**config.mk**
```make
export PLATFORM = sky130hd
export DESIGN_NAME = set_context_leaf
export DESIGN_NICKNAME = d
export VERILOG_FILES = /design/src/design/ctx_leaf_pkg.sv /design/src/design/set_context_leaf.sv
export SDC_FILE = /design/constraint.sdc
export NUM_CORES = 1
export LEC_CHECK = 0
export ABC_AREA = 1
export BUFFER_PORTS_ARGS = -buffer_cell sky130_fd_sc_hd__buf_2
export CAP_MARGIN = 20
export CORE_AREA = 5 5 178 180
export CTS_CLUSTER_DIAMETER = 80
export DETAILED_ROUTE_END_ITERATION = 16
export DIE_AREA = 0 0 183 185
export GPL_ROUTABILITY_DRIVEN = 0
export PLACE_DENSITY = 0.7
export SLEW_MARGIN = 0
export SYNTH_ARGS = -nofsm -noshare
export SYNTH_HDL_FRONTEND = slang
export SYNTH_SLANG_ARGS = --single-unit
```
**constraint.sdc**
```tcl
create_clock -name mclk -period 2.7 [get_ports mclk]
set_clock_uncertainty 0.2 [all_clocks]
set_input_delay 0.135 -clock mclk [delete_from_list [all_inputs] [get_ports mclk]]
set_output_delay 0.135 -clock mclk [all_outputs]
set_load 0.01 [all_outputs]
```
**src/design/ctx_leaf_pkg.sv**
```systemverilog
package ctx_leaf_pkg;
  // register byte offsets
  localparam logic [7:0] OFF_CTRL     = 8'h00;
  localparam logic [7:0] OFF_STATUS   = 8'h04;
  localparam logic [7:0] OFF_RAX      = 8'h08;
  localparam logic [7:0] OFF_IRQ_STAT = 8'h0c;
  localparam logic [7:0] OFF_IRQ_MASK = 8'h10;
  // ctrl fields
  localparam int CTRL_START = 0;
  localparam int CTRL_MODE64 = 1;
  // status fields
  localparam int ST_BUSY = 0;
  localparam int ST_ZF   = 1;
  localparam int ST_CF   = 2;
  localparam int ST_PF   = 3;
  localparam int ST_AF   = 4;
  localparam int ST_OF   = 5;
  localparam int ST_SF   = 6;
  localparam int ST_GP   = 7;
  localparam int ST_PFLT = 8;
  localparam int ST_ENC  = 9;
  localparam int ST_UD   = 10;
  // irq event bits
  localparam int EV_DONE = 0;
  localparam int EV_FAULT = 1;
  localparam int EV_CONFLICT = 2;
  localparam int EV_W = 3;
  // feature control word bits
  localparam int FC_LOCK = 0;
  localparam int FC_ENABLE = 18;
  // alignment masks
  localparam logic [63:0] PAGE_MASK = 64'h0000_0000_0000_0fff;
  localparam logic [63:0] WORD_MASK = 64'h0000_0000_0000_0007;
  localparam logic [3:0] CONTROL_PAGE_TYPE = 4'h0;
  localparam logic [63:0] PAGE_CONFLICT_CODE = 64'h0000_0000_0000_0001;
  localparam logic [1:0] RESP_OKAY = 2'b00;
  localparam logic [1:0] RESP_SLVERR = 2'b10;
endpackage

```
**src/design/set_context_leaf.sv**
```systemverilog
`timescale 1ns/1ps
// Operation
// - control page address not 4KByte aligned gives GP fault, code zero
// - control page address outside protected page cache gives enclave PF
// - context source address not 8Byte aligned gives GP fault, code zero
// - after those checks, read 64-bit context into staged_context first
// - page busy: ZF=1, CF=0, RAX=conflict code, skip to flag clearing
// - page cache map entry invalid gives enclave page fault
// - map entry type not control page type gives enclave page fault
// - all pass: write staged value to context_field, RAX=0, ZF=0
// - success and conflict both clear CF, PF, AF, OF, SF
// - 32-bit mode: beyond data segment limit or unusable gives GP
// - 64-bit mode: non-canonical operand address gives GP fault
// - paging fault on either operand gives ordinary page fault
// - addresses always built from data segment, overrides ignored
// - create/load sets context_field to page address; this leaf replaces
// - available only in protected mode, not system management or v8086
// - every leaf needs paging_enable_bit set
// - needs feature_control_word bit 18 and lock bit 0 set
module set_context_leaf (
  input  wire logic        mclk,          // 200 MHz core clock
  input  wire logic        rst,           // sync reset, active high
  input  wire logic [7:0]  s_axi_awaddr,  // write address
  input  wire logic        s_axi_awvalid, // write address valid
  output logic             s_axi_awready, // write address ready
  input  wire logic [31:0] s_axi_wdata,   // write data
  input  wire logic [3:0]  s_axi_wstrb,   // write strobes
  input  wire logic        s_axi_wvalid,  // write data valid
  output logic             s_axi_wready,  // write data ready
  output logic [1:0]       s_axi_bresp,   // write response
  output logic             s_axi_bvalid,  // write response valid
  input  wire logic        s_axi_bready,  // write response ready
  input  wire logic [7:0]  s_axi_araddr,  // read address
  input  wire logic        s_axi_arvalid, // read address valid
  output logic             s_axi_arready, // read address ready
  output logic [31:0]      s_axi_rdata,   // read data
  output logic [1:0]       s_axi_rresp,   // read response
  output logic             s_axi_rvalid,  // read valid
  input  wire logic        s_axi_rready,  // read ready
  input  wire logic [63:0] page_addr,     // DS-based linear addr of page
  input  wire logic [63:0] src_addr,      // DS-based linear addr of value
  input  wire logic [31:0] ds_limit,      // data segment limit
  input  wire logic        ds_usable,     // data segment usable
  input  wire logic        protected_mode, // protected mode active
  input  wire logic        system_management_state, // in smm-like state
  input  wire logic        virtual_8086_state, // in v8086 state
  input  wire logic        paging_enable_bit, // paging on
  input  wire logic [63:0] feature_control_word, // feature control
  input  wire logic        page_in_cache, // page resolves in cache
  input  wire logic        map_valid,     // page_cache_map valid bit
  input  wire logic [3:0]  map_type,      // page_cache_map page type
  input  wire logic        page_busy,     // other op modifying page
  input  wire logic        paging_fault,  // translation faulted
  input  wire logic [63:0] mem_rdata,     // context value at src_addr
  output logic             page_lock,     // holds page during S_ATOMIC check; low when ctx_we pulses
  output logic             ctx_we,        // context_field write strobe
  output logic [63:0]      ctx_wdata,     // context_field write data
  output logic             irq            // level interrupt
);

  typedef enum logic [2:0] {
    S_IDLE, S_CHECK, S_READ, S_ATOMIC, S_DONE
  } state_t;

  state_t      state_reg;
  logic [31:0] ctrl_reg;
  logic [10:0] status_reg;
  logic [63:0] rax_reg;
  logic [63:0] staged_context_reg;
  logic [2:0]  irq_stat_reg;
  logic [2:0]  irq_mask_reg;
  logic [2:0]  ev_set;
  logic        mode64;
  logic        enabled;
  logic        aw_hold_reg;
  logic        w_hold_reg;
  logic [7:0]  aw_addr_reg;
  logic [31:0] w_data_reg;
  logic [3:0]  w_strb_reg;
  logic        wr_fire;
  logic        start;
  logic        seg_bad;

  function automatic logic canonical(input logic [63:0] a);
    canonical = (a[63:47] == {17{a[47]}});
  endfunction

  function automatic logic seg_ok(input logic [63:0] a,
                                  input logic [31:0] lim);
    seg_ok = (a[63:32] == 32'h0000_0000) && (a[31:0] <= lim);
  endfunction

  // operand addresses are always data-segment based; override never seen
  assign mode64 = ctrl_reg[ctx_leaf_pkg::CTRL_MODE64];
  assign enabled = protected_mode && !system_management_state
                   && !virtual_8086_state
                   && paging_enable_bit
                   && feature_control_word[ctx_leaf_pkg::FC_ENABLE]
                   && feature_control_word[ctx_leaf_pkg::FC_LOCK];
  assign seg_bad = mode64
    ? (!canonical(page_addr) || !canonical(src_addr))
    : (!ds_usable || !seg_ok(page_addr, ds_limit)
       || !seg_ok(src_addr + 64'h7, ds_limit));

  // ---------------- bus slave ----------------
  assign s_axi_awready = !aw_hold_reg;
  assign s_axi_wready  = !w_hold_reg;
  assign wr_fire = aw_hold_reg && w_hold_reg && !s_axi_bvalid;
  assign start = wr_fire && (aw_addr_reg == ctx_leaf_pkg::OFF_CTRL)
                 && w_strb_reg[0] && w_data_reg[ctx_leaf_pkg::CTRL_START]
                 && (state_reg == S_IDLE);

  always_ff @(posedge mclk) begin
    if (rst) begin
      aw_hold_reg <= 1'b0;
      w_hold_reg <= 1'b0;
      aw_addr_reg <= 8'h00;
      w_data_reg <= 32'h0000_0000;
      w_strb_reg <= 4'h0;
      s_axi_bvalid <= 1'b0;
      s_axi_bresp <= ctx_leaf_pkg::RESP_OKAY;
    end else begin
      if (s_axi_awvalid && !aw_hold_reg) begin
        aw_hold_reg <= 1'b1;
        aw_addr_reg <= s_axi_awaddr;
      end
      if (s_axi_wvalid && !w_hold_reg) begin
        w_hold_reg <= 1'b1;
        w_data_reg <= s_axi_wdata;
        w_strb_reg <= s_axi_wstrb;
      end
      if (wr_fire) begin
        aw_hold_reg <= 1'b0;
        w_hold_reg <= 1'b0;
        s_axi_bvalid <= 1'b1;
        s_axi_bresp <= (aw_addr_reg > ctx_leaf_pkg::OFF_IRQ_MASK
                        || aw_addr_reg[1:0] != 2'b00)
                       ? ctx_leaf_pkg::RESP_SLVERR : ctx_leaf_pkg::RESP_OKAY;
      end else if (s_axi_bvalid && s_axi_bready) begin
        s_axi_bvalid <= 1'b0;
      end
    end
  end

  always_ff @(posedge mclk) begin
    if (rst) begin
      ctrl_reg <= 32'h0000_0000;
      irq_mask_reg <= 3'h0;
    end else if (wr_fire && w_strb_reg[0]) begin
      if (aw_addr_reg == ctx_leaf_pkg::OFF_CTRL) begin
        ctrl_reg <= {30'h0, w_data_reg[1], 1'b0};
      end
      if (aw_addr_reg == ctx_leaf_pkg::OFF_IRQ_MASK) begin
        irq_mask_reg <= w_data_reg[2:0];
      end
    end
  end

  // set wins over write-one-to-clear
  always_ff @(posedge mclk) begin
    if (rst) begin
      irq_stat_reg <= 3'h0;
    end else if (wr_fire && w_strb_reg[0]
                 && aw_addr_reg == ctx_leaf_pkg::OFF_IRQ_STAT) begin
      irq_stat_reg <= (irq_stat_reg & ~w_data_reg[2:0]) | ev_set;
    end else begin
      irq_stat_reg <= irq_stat_reg | ev_set;
    end
  end
  assign irq = |(irq_stat_reg & irq_mask_reg);

  assign s_axi_arready = !s_axi_rvalid;
  always_ff @(posedge mclk) begin
    if (rst) begin
      s_axi_rvalid <= 1'b0;
      s_axi_rdata <= 32'h0000_0000;
      s_axi_rresp <= ctx_leaf_pkg::RESP_OKAY;
    end else if (s_axi_arvalid && !s_axi_rvalid) begin
      s_axi_rvalid <= 1'b1;
      s_axi_rresp <= ctx_leaf_pkg::RESP_OKAY;
      case (s_axi_araddr)
        ctx_leaf_pkg::OFF_CTRL:     s_axi_rdata <= ctrl_reg;
        ctx_leaf_pkg::OFF_STATUS:   s_axi_rdata <= {21'h0, status_reg};
        ctx_leaf_pkg::OFF_RAX:      s_axi_rdata <= rax_reg[31:0];
        ctx_leaf_pkg::OFF_IRQ_STAT: s_axi_rdata <= {29'h0, irq_stat_reg};
        ctx_leaf_pkg::OFF_IRQ_MASK: s_axi_rdata <= {29'h0, irq_mask_reg};
        default: begin
          s_axi_rdata <= 32'h0000_0000;
          s_axi_rresp <= ctx_leaf_pkg::RESP_SLVERR;
        end
      endcase
    end else if (s_axi_rvalid && s_axi_rready) begin
      s_axi_rvalid <= 1'b0;
    end
  end

  // ---------------- leaf sequencer ----------------
  always_ff @(posedge mclk) begin
    if (rst) begin
      state_reg <= S_IDLE;
      status_reg <= 11'h000;
      rax_reg <= 64'h0;
      staged_context_reg <= 64'h0;
      ev_set <= 3'h0;
      page_lock <= 1'b0;
      ctx_we <= 1'b0;
      ctx_wdata <= 64'h0;
    end else begin
      ev_set <= 3'h0;
      ctx_we <= 1'b0;
      case (state_reg)
        S_IDLE: begin
          if (start) begin
            status_reg <= 11'h001;
            state_reg <= S_CHECK;
          end
        end
        S_CHECK: begin
          state_reg <= S_DONE;
          if (!enabled) begin
            status_reg[ctx_leaf_pkg::ST_UD] <= 1'b1;
          end else if (seg_bad) begin
            status_reg[ctx_leaf_pkg::ST_GP] <= 1'b1;
          end else if ((page_addr & ctx_leaf_pkg::PAGE_MASK) != 64'h0) begin
            status_reg[ctx_leaf_pkg::ST_GP] <= 1'b1;
          end else if (!page_in_cache) begin
            status_reg[ctx_leaf_pkg::ST_PFLT] <= 1'b1;
            status_reg[ctx_leaf_pkg::ST_ENC] <= 1'b1;
          end else if ((src_addr & ctx_leaf_pkg::WORD_MASK) != 64'h0) begin
            status_reg[ctx_leaf_pkg::ST_GP] <= 1'b1;
          end else if (paging_fault) begin
            status_reg[ctx_leaf_pkg::ST_PFLT] <= 1'b1;
          end else begin
            state_reg <= S_READ;
          end
        end
        S_READ: begin
          staged_context_reg <= mem_rdata;
          page_lock <= 1'b1;
          state_reg <= S_ATOMIC;
        end
        S_ATOMIC: begin
          state_reg <= S_DONE;
          page_lock <= 1'b0;
          if (page_busy) begin
            status_reg[ctx_leaf_pkg::ST_ZF] <= 1'b1;
            rax_reg <= ctx_leaf_pkg::PAGE_CONFLICT_CODE;
          end else if (!map_valid) begin
            status_reg[ctx_leaf_pkg::ST_PFLT] <= 1'b1;
            status_reg[ctx_leaf_pkg::ST_ENC] <= 1'b1;
          end else if (map_type != ctx_leaf_pkg::CONTROL_PAGE_TYPE) begin
            status_reg[ctx_leaf_pkg::ST_PFLT] <= 1'b1;
            status_reg[ctx_leaf_pkg::ST_ENC] <= 1'b1;
          end else begin
            ctx_we <= 1'b1;
            ctx_wdata <= staged_context_reg;
            rax_reg <= 64'h0;
            status_reg[ctx_leaf_pkg::ST_ZF] <= 1'b0;
          end
        end
        S_DONE: begin
          // flags other than zf already clear from start
          status_reg[ctx_leaf_pkg::ST_BUSY] <= 1'b0;
          status_reg[6:2] <= 5'h00;
          ev_set[ctx_leaf_pkg::EV_DONE] <= 1'b1;
          ev_set[ctx_leaf_pkg::EV_FAULT] <=
            |status_reg[ctx_leaf_pkg::ST_UD:ctx_leaf_pkg::ST_GP];
          ev_set[ctx_leaf_pkg::EV_CONFLICT] <= status_reg[ctx_leaf_pkg::ST_ZF];
          state_reg <= S_IDLE;
        end
        default: state_reg <= S_IDLE;
      endcase
    end
  end
endmodule // set_context_leaf

```
After elaboration in Yosys (flattened, before gate mapping)
Index checks and enable logic that the tools add are counted.
{"block": "word_totals", "reg_bits": 238, "in_bits": 360, "word_cells": 184}
{"block": "classes", "addsub": 1, "n_lt_le_gt_ge": 3, "eq_ne": 27, "mux": 48, "bitwise_logic": 10, "reduce_logical": 68}
{"op": "$pmux W32 S5", "count": 1}
{"op": "$reduce_bool A64 Y1", "count": 2}
{"op": "$mux W32", "count": 3}
{"op": "$add A64 B3 Y64 const B", "count": 1}
{"op": "$le A32 B32 Y1", "count": 2}
{"op": "$logic_not A32 Y1", "count": 2}
{"op": "$eq A16 B16 Y1", "count": 2}
{"op": "$mux W3", "count": 9}
{"op": "$eq A8 B4 Y1 const B", "count": 3}
{"op": "$logic_and A1 B1 Y1", "count": 20}
{"op": "$mux W1", "count": 19}
{"op": "$eq A8 B5 Y1 const B", "count": 2}
{"op": "$logic_not A8 Y1", "count": 2}
{"op": "$ne A2 B2 Y1 const B", "count": 8}
{"op": "$reduce_bool A2 Y1", "count": 8}
{"op": "$ne A3 B3 Y1 const B", "count": 5}
{"op": "$mux W2", "count": 7}
{"op": "$pmux W3 S4", "count": 1}
{"op": "$logic_not A1 Y1", "count": 11}
{"op": "$mux W11", "count": 1}
{"op": "$pmux W1 S2", "count": 5}
{"op": "$pmux W5 S2", "count": 1}
{"op": "$reduce_and A9 Y1", "count": 1}
{"op": "$eq A8 B3 Y1 const B", "count": 1}
{"op": "23 further kinds", "count": 40}

Logic depth before layout (Yosys ltp)
{"block": "logic_depth", "ltp_word": 9, "depth_mapped": 23}

Worst setup path after synthesis
No wires, ideal clock.
{"block": "synth_timing", "kind": "input -> register", "startpoint": "input src_addr[0]", "endpoint": "register state_reg[2]", "setup_ns": 0.113, "t_arrival_ns": 2.463, "path_slack_ns": -0.076, "cell_stages": 21, "n_path_buf": 0, "cell_sequence": "inv_1 > ha_1 > nand2_1 > nand3_2 > nor2_4 > nand2_1 > xnor2_1 > ha_1 > nand2_1 > nor2_1 > nand2_1 > nor3b_1 > nand3_1 > nand2_1 > nand2_1 > nor2_2 > nand2_2 > nand2_2 > nand3_1 > o21ai_1 > inv_1"}
{"block": "synth_via", "elab_chain_cells": 9, "word_cells_on_any_way": 14}
{"element": "from (decl)", "line": "set_context_leaf.sv:41", "rtl": "input wire logic [63:0] src_addr,"}
{"element": "$add A64 B3 Y64", "line": "set_context_leaf.sv:103", "rtl": "|| !seg_ok(src_addr + 64'h7, ds_limit));"}
{"element": "$le A32 B32 Y1 or $logic_not A32 Y1 (tied branches)", "line": "set_context_leaf.sv:90", "rtl": "seg_ok = (a[63:32] == 32'h0000_0000) && (a[31:0] <= lim);"}
{"element": "$logic_and A1 B1 Y1", "line": "set_context_leaf.sv:90"}
{"element": "$logic_not A1 Y1", "line": "set_context_leaf.sv:103"}
{"element": "$logic_or A1 B1 Y1", "line": "set_context_leaf.sv:103"}
{"element": "$mux W1", "line": "set_context_leaf.sv:101", "rtl": "? (!canonical(page_addr) || !canonical(src_addr))"}
{"element": "$mux W3 (*)", "line": "set_context_leaf.sv:222", "rtl": "end else if (seg_bad) begin"}
{"element": "$mux W3 (*)", "line": "set_context_leaf.sv:220", "rtl": "if (!enabled) begin"}
{"element": "$pmux W3 S4 (*)", "line": "set_context_leaf.sv:211", "rtl": "case (state_reg)"}
{"element": "to (signal assigned)", "line": "set_context_leaf.sv:215", "rtl": "state_reg <= S_CHECK;"}
{"element": "to (signal assigned)", "line": "set_context_leaf.sv:219", "rtl": "state_reg <= S_DONE;"}
{"element": "to (signal assigned)", "line": "set_context_leaf.sv:234", "rtl": "state_reg <= S_READ;"}
{"element": "to (decl)", "line": "set_context_leaf.sv:65", "rtl": "state_t state_reg;"}
Mark *: on every way between the ends. The rest lies on a longest branch, timed or not.
A chain may end at the register's enable or synchronous reset.

Worst setup path after layout
{"block": "layout_timing", "startpoint": "input src_addr[3]", "endpoint": "register state_reg[2]"}
{"block": "layout_via", "elab_chain_cells": 9, "word_cells_on_any_way": 10}
{"element": "$add A64 B3 Y64 (*)", "line": "set_context_leaf.sv:103"}
{"element": "$le A32 B32 Y1 or $logic_not A32 Y1 (tied branches)", "line": "set_context_leaf.sv:90"}
{"element": "$logic_and A1 B1 Y1 (*)", "line": "set_context_leaf.sv:90"}
{"element": "$logic_not A1 Y1 (*)", "line": "set_context_leaf.sv:103"}
{"element": "$logic_or A1 B1 Y1 (*)", "line": "set_context_leaf.sv:103"}
{"element": "$mux W1 (*)", "line": "set_context_leaf.sv:101"}
{"element": "$mux W3 (*)", "line": "set_context_leaf.sv:222"}
{"element": "$mux W3 (*)", "line": "set_context_leaf.sv:220"}
{"element": "$pmux W3 S4 (*)", "line": "set_context_leaf.sv:211"}
Marked as above.

==> results.cfg <==
[run_status]
status = completed

[cts]
root_buffer = clkbuf_16
cts_tree = done
cts.sinks = 175
htreeDepth = 4
clock_latency_ns = 0.43
ctsLongestPathBuffers = 2
numCtsBuffers = 17
clk_pin_slew_ns = 0.06

[global_routing]
grt_overflow = 0
grt_pass1_wl_um = 60700
antenna_found_initial = 3
grt_max_degree = 65
grt_usage_pct = 21.9
grt_pass1_vias = 12700

[timing]
hold_viol = 0
drv_slew = 0
finalCriticalPeriod_ns = 2.52
tightestPinTransition_ns = 0.803
slew_headroom_pct = 46.3
max_freq_mhz = 397
holdWs_ns = 0.0221
setup_viol = 0
fin_crit_sh_pct = 93.3

[synth]
synthCells = 1662
ys_warn_count = 0
ys_async_sr_fraction_pct = 0
synth_edf_count = 0
syn_area_per_cell_um2 = 6.51
syn_area_um2 = 10800
synth_seq_area_share_pct = 32.4
ys.flop_type = dfxtp_1
synthDistinctLibCells = 42
ys_ff_latch = 175

[placement]
place_hpwl_um = 30100
port_buffers = 346
place_inst = 2485

[routing]
firstDrtPassIters = 7
wire_per_inst_um = 14.8
dr_total_vias = 12800
ant_nets = 0
viasPerCell = 4.86
drt-total-wl_um = 39000
drt_iter0_drc = 855
route.detailed.drc = 0

[finish]
seqCellArea_um2 = 3500
fillerInstances = 2837
drive_above_1_share_pct = 26.6
fin_cells = 2629
mostFrequentLayoutCells = buf_2 (345), nor2_1 (320), nand2_1 (285)
multi_input_area_um2 = 6420
final_util_pct = 52.2
layout_commonest_cell = buf_2
fin_nets = 2641
area_delta_synth_final_pct = 44.9

[worst_setup_path]
end_kind = flip-flop
path_class = input pin to flip-flop
cp_data_required_time_ns = 2.82
worst-path-max-fanout = 4
crit_path_start_kind = input pin
arrival_ns = 2.64
reg2reg_slack_ns = 0.28

[pwr]
p_per_area_nw_per_um2 = 394
p_leak_nw = 7.63
peakVddDrop_uv = 499

[run]
maxCapViolations = 0

[hold_path]
hp-class = input pin to flip-flop

[floorplanning]
io_pins = 468
rows = 64
die_w_um = 183
die_h_um = 185
initial_core_util_pct = 36.0
die_area_um2 = 33900
core_um2 = 30000
## layer usage
| layer | share of wire [%] | routed length (um) | vias to the layer above | GRT usage [%] |
|---|---|---|---|---|
| met5 | 0 | 0 | - | 0 |
| met4 | 4.8 | 1860 | 0 | 10.9 |
| met3 | 8.7 | 3410 | 124 | 4.91 |
| met2 | 48 | 18700 | 558 | 38.0 |
| met1 | 38 | 15000 | 5667 | 25.4 |
| li1 | - | - | 6419 | - |
## worst paths after layout
check,startpoint,to,cells after the start
min reg2reg,ctx_wdata[23],ctx_wdata[23],2
max reg2reg,state_reg[2],ctx_wdata[29],7
min,s_axi_araddr[5],s_axi_rresp[1],5
max,src_addr[3],state_reg[2],21
## worst max-delay path, cell delays in order
cell and delay [ns]:
buf_2 0.13, nand2_2 0.09, nor2_4 0.24, nand3b_1 0.15, inv_2 0.11, nand2_2 0.08
xnor2_2 0.13, ha_1 0.33, a21oi_2 0.15, o21ai_1 0.07, a21oi_1 0.17, o21a_1 0.17
nand2_1 0.06, nand2_1 0.08, nand2_2 0.06, nor2_2 0.08, nand2_2 0.07, nand2_2 0.09
nand3_2 0.07, o21ai_1 0.14, inv_1 0.05
## kinds of logic (layout without fill, tap and decap cells)
logic type,count (synthesis),after routing,share of synthesized area [%]
buf+inv,284,823,10.8
simple gates,789,789,31.4
compound gates,315,315,15.1
other cells,1,33,0.0346
flops,175,175,32.4
xor+xnor,31,31,2.51
fa+ha+maj,67,67,7.74
## cell type report
type / instances / area share, %
clock inverters: 12 / 0.942
flip-flops and latches: 175 / 22.3
inverters: 210 / 5.04
diodes: 6 / 0.0958
well taps: 396 / 3.16
repair buffers: 581 / 24.6
multi-input cells: 1229 / 40.9
clock buffers: 20 / 2.91
## where the power goes
group          internal [mW]  switching (mW)
combinational          0.503           0.554
clock                   1.44            1.07
sequential              2.61          0.0150
## synth_stat cells, types with 2 or more instances
cell / count / area share, %
buf_4: 27 / 1.9
nand3b_1: 7 / 0.49
clkbuf_1: 46 / 1.6
nor2_4: 10 / 1.0
a21boi_0: 2 / 0.14
dfxtp_1: 175 / 32
nor4_1: 12 / 0.69
o21ai_1: 4 / 0.18
a31oi_1: 2 / 0.12
a21oi_1: 126 / 5.8
nor2_1: 331 / 11
o21a_1: 2 / 0.14
nand4_1: 31 / 1.8
xnor2_1: 15 / 1.2
nand2_1: 295 / 10
inv_1: 208 / 7.2
nand3_1: 48 / 2.2
o21ai_0: 166 / 7.7
nand3_2: 5 / 0.46
nor2_2: 13 / 0.75
xor2_1: 16 / 1.3
nor3_1: 19 / 0.88
o211ai_1: 3 / 0.21
nand2_4: 2 / 0.21
a21o_1: 2 / 0.14
nor3b_1: 3 / 0.21
ha_1: 67 / 7.7
o21bai_1: 2 / 0.14
nand2_2: 10 / 0.58
## metrics by stage
stage | worst slack (ns) | power, mW | setup TNS (ns) | instance area, um2
global route | -0.0257 | 6.45 | -0.0416 | 15700
floorplan | 0.00910 | 3.14 | 0 | 10900
CTS | 0.0907 | 6.18 | 0 | 15500
finish | 0.182 | 6.18 | 0 | 15700
global placement | -0.307 | 3.55 | -1.23 | 13900
detailed placement | -0.380 | 3.58 | -1.63 | 13900
## repair_timing
action | 4_1_cts | 5_1_grt
setup endpoints to repair | 0 | 5
endpoints found under the hold margin | 99 | 0
setup buffers | 0 | 6
hold buffers | 101 | 0
gates resized for setup | 0 | 43
No activity file was read; power rests on OpenSTA's default activity.
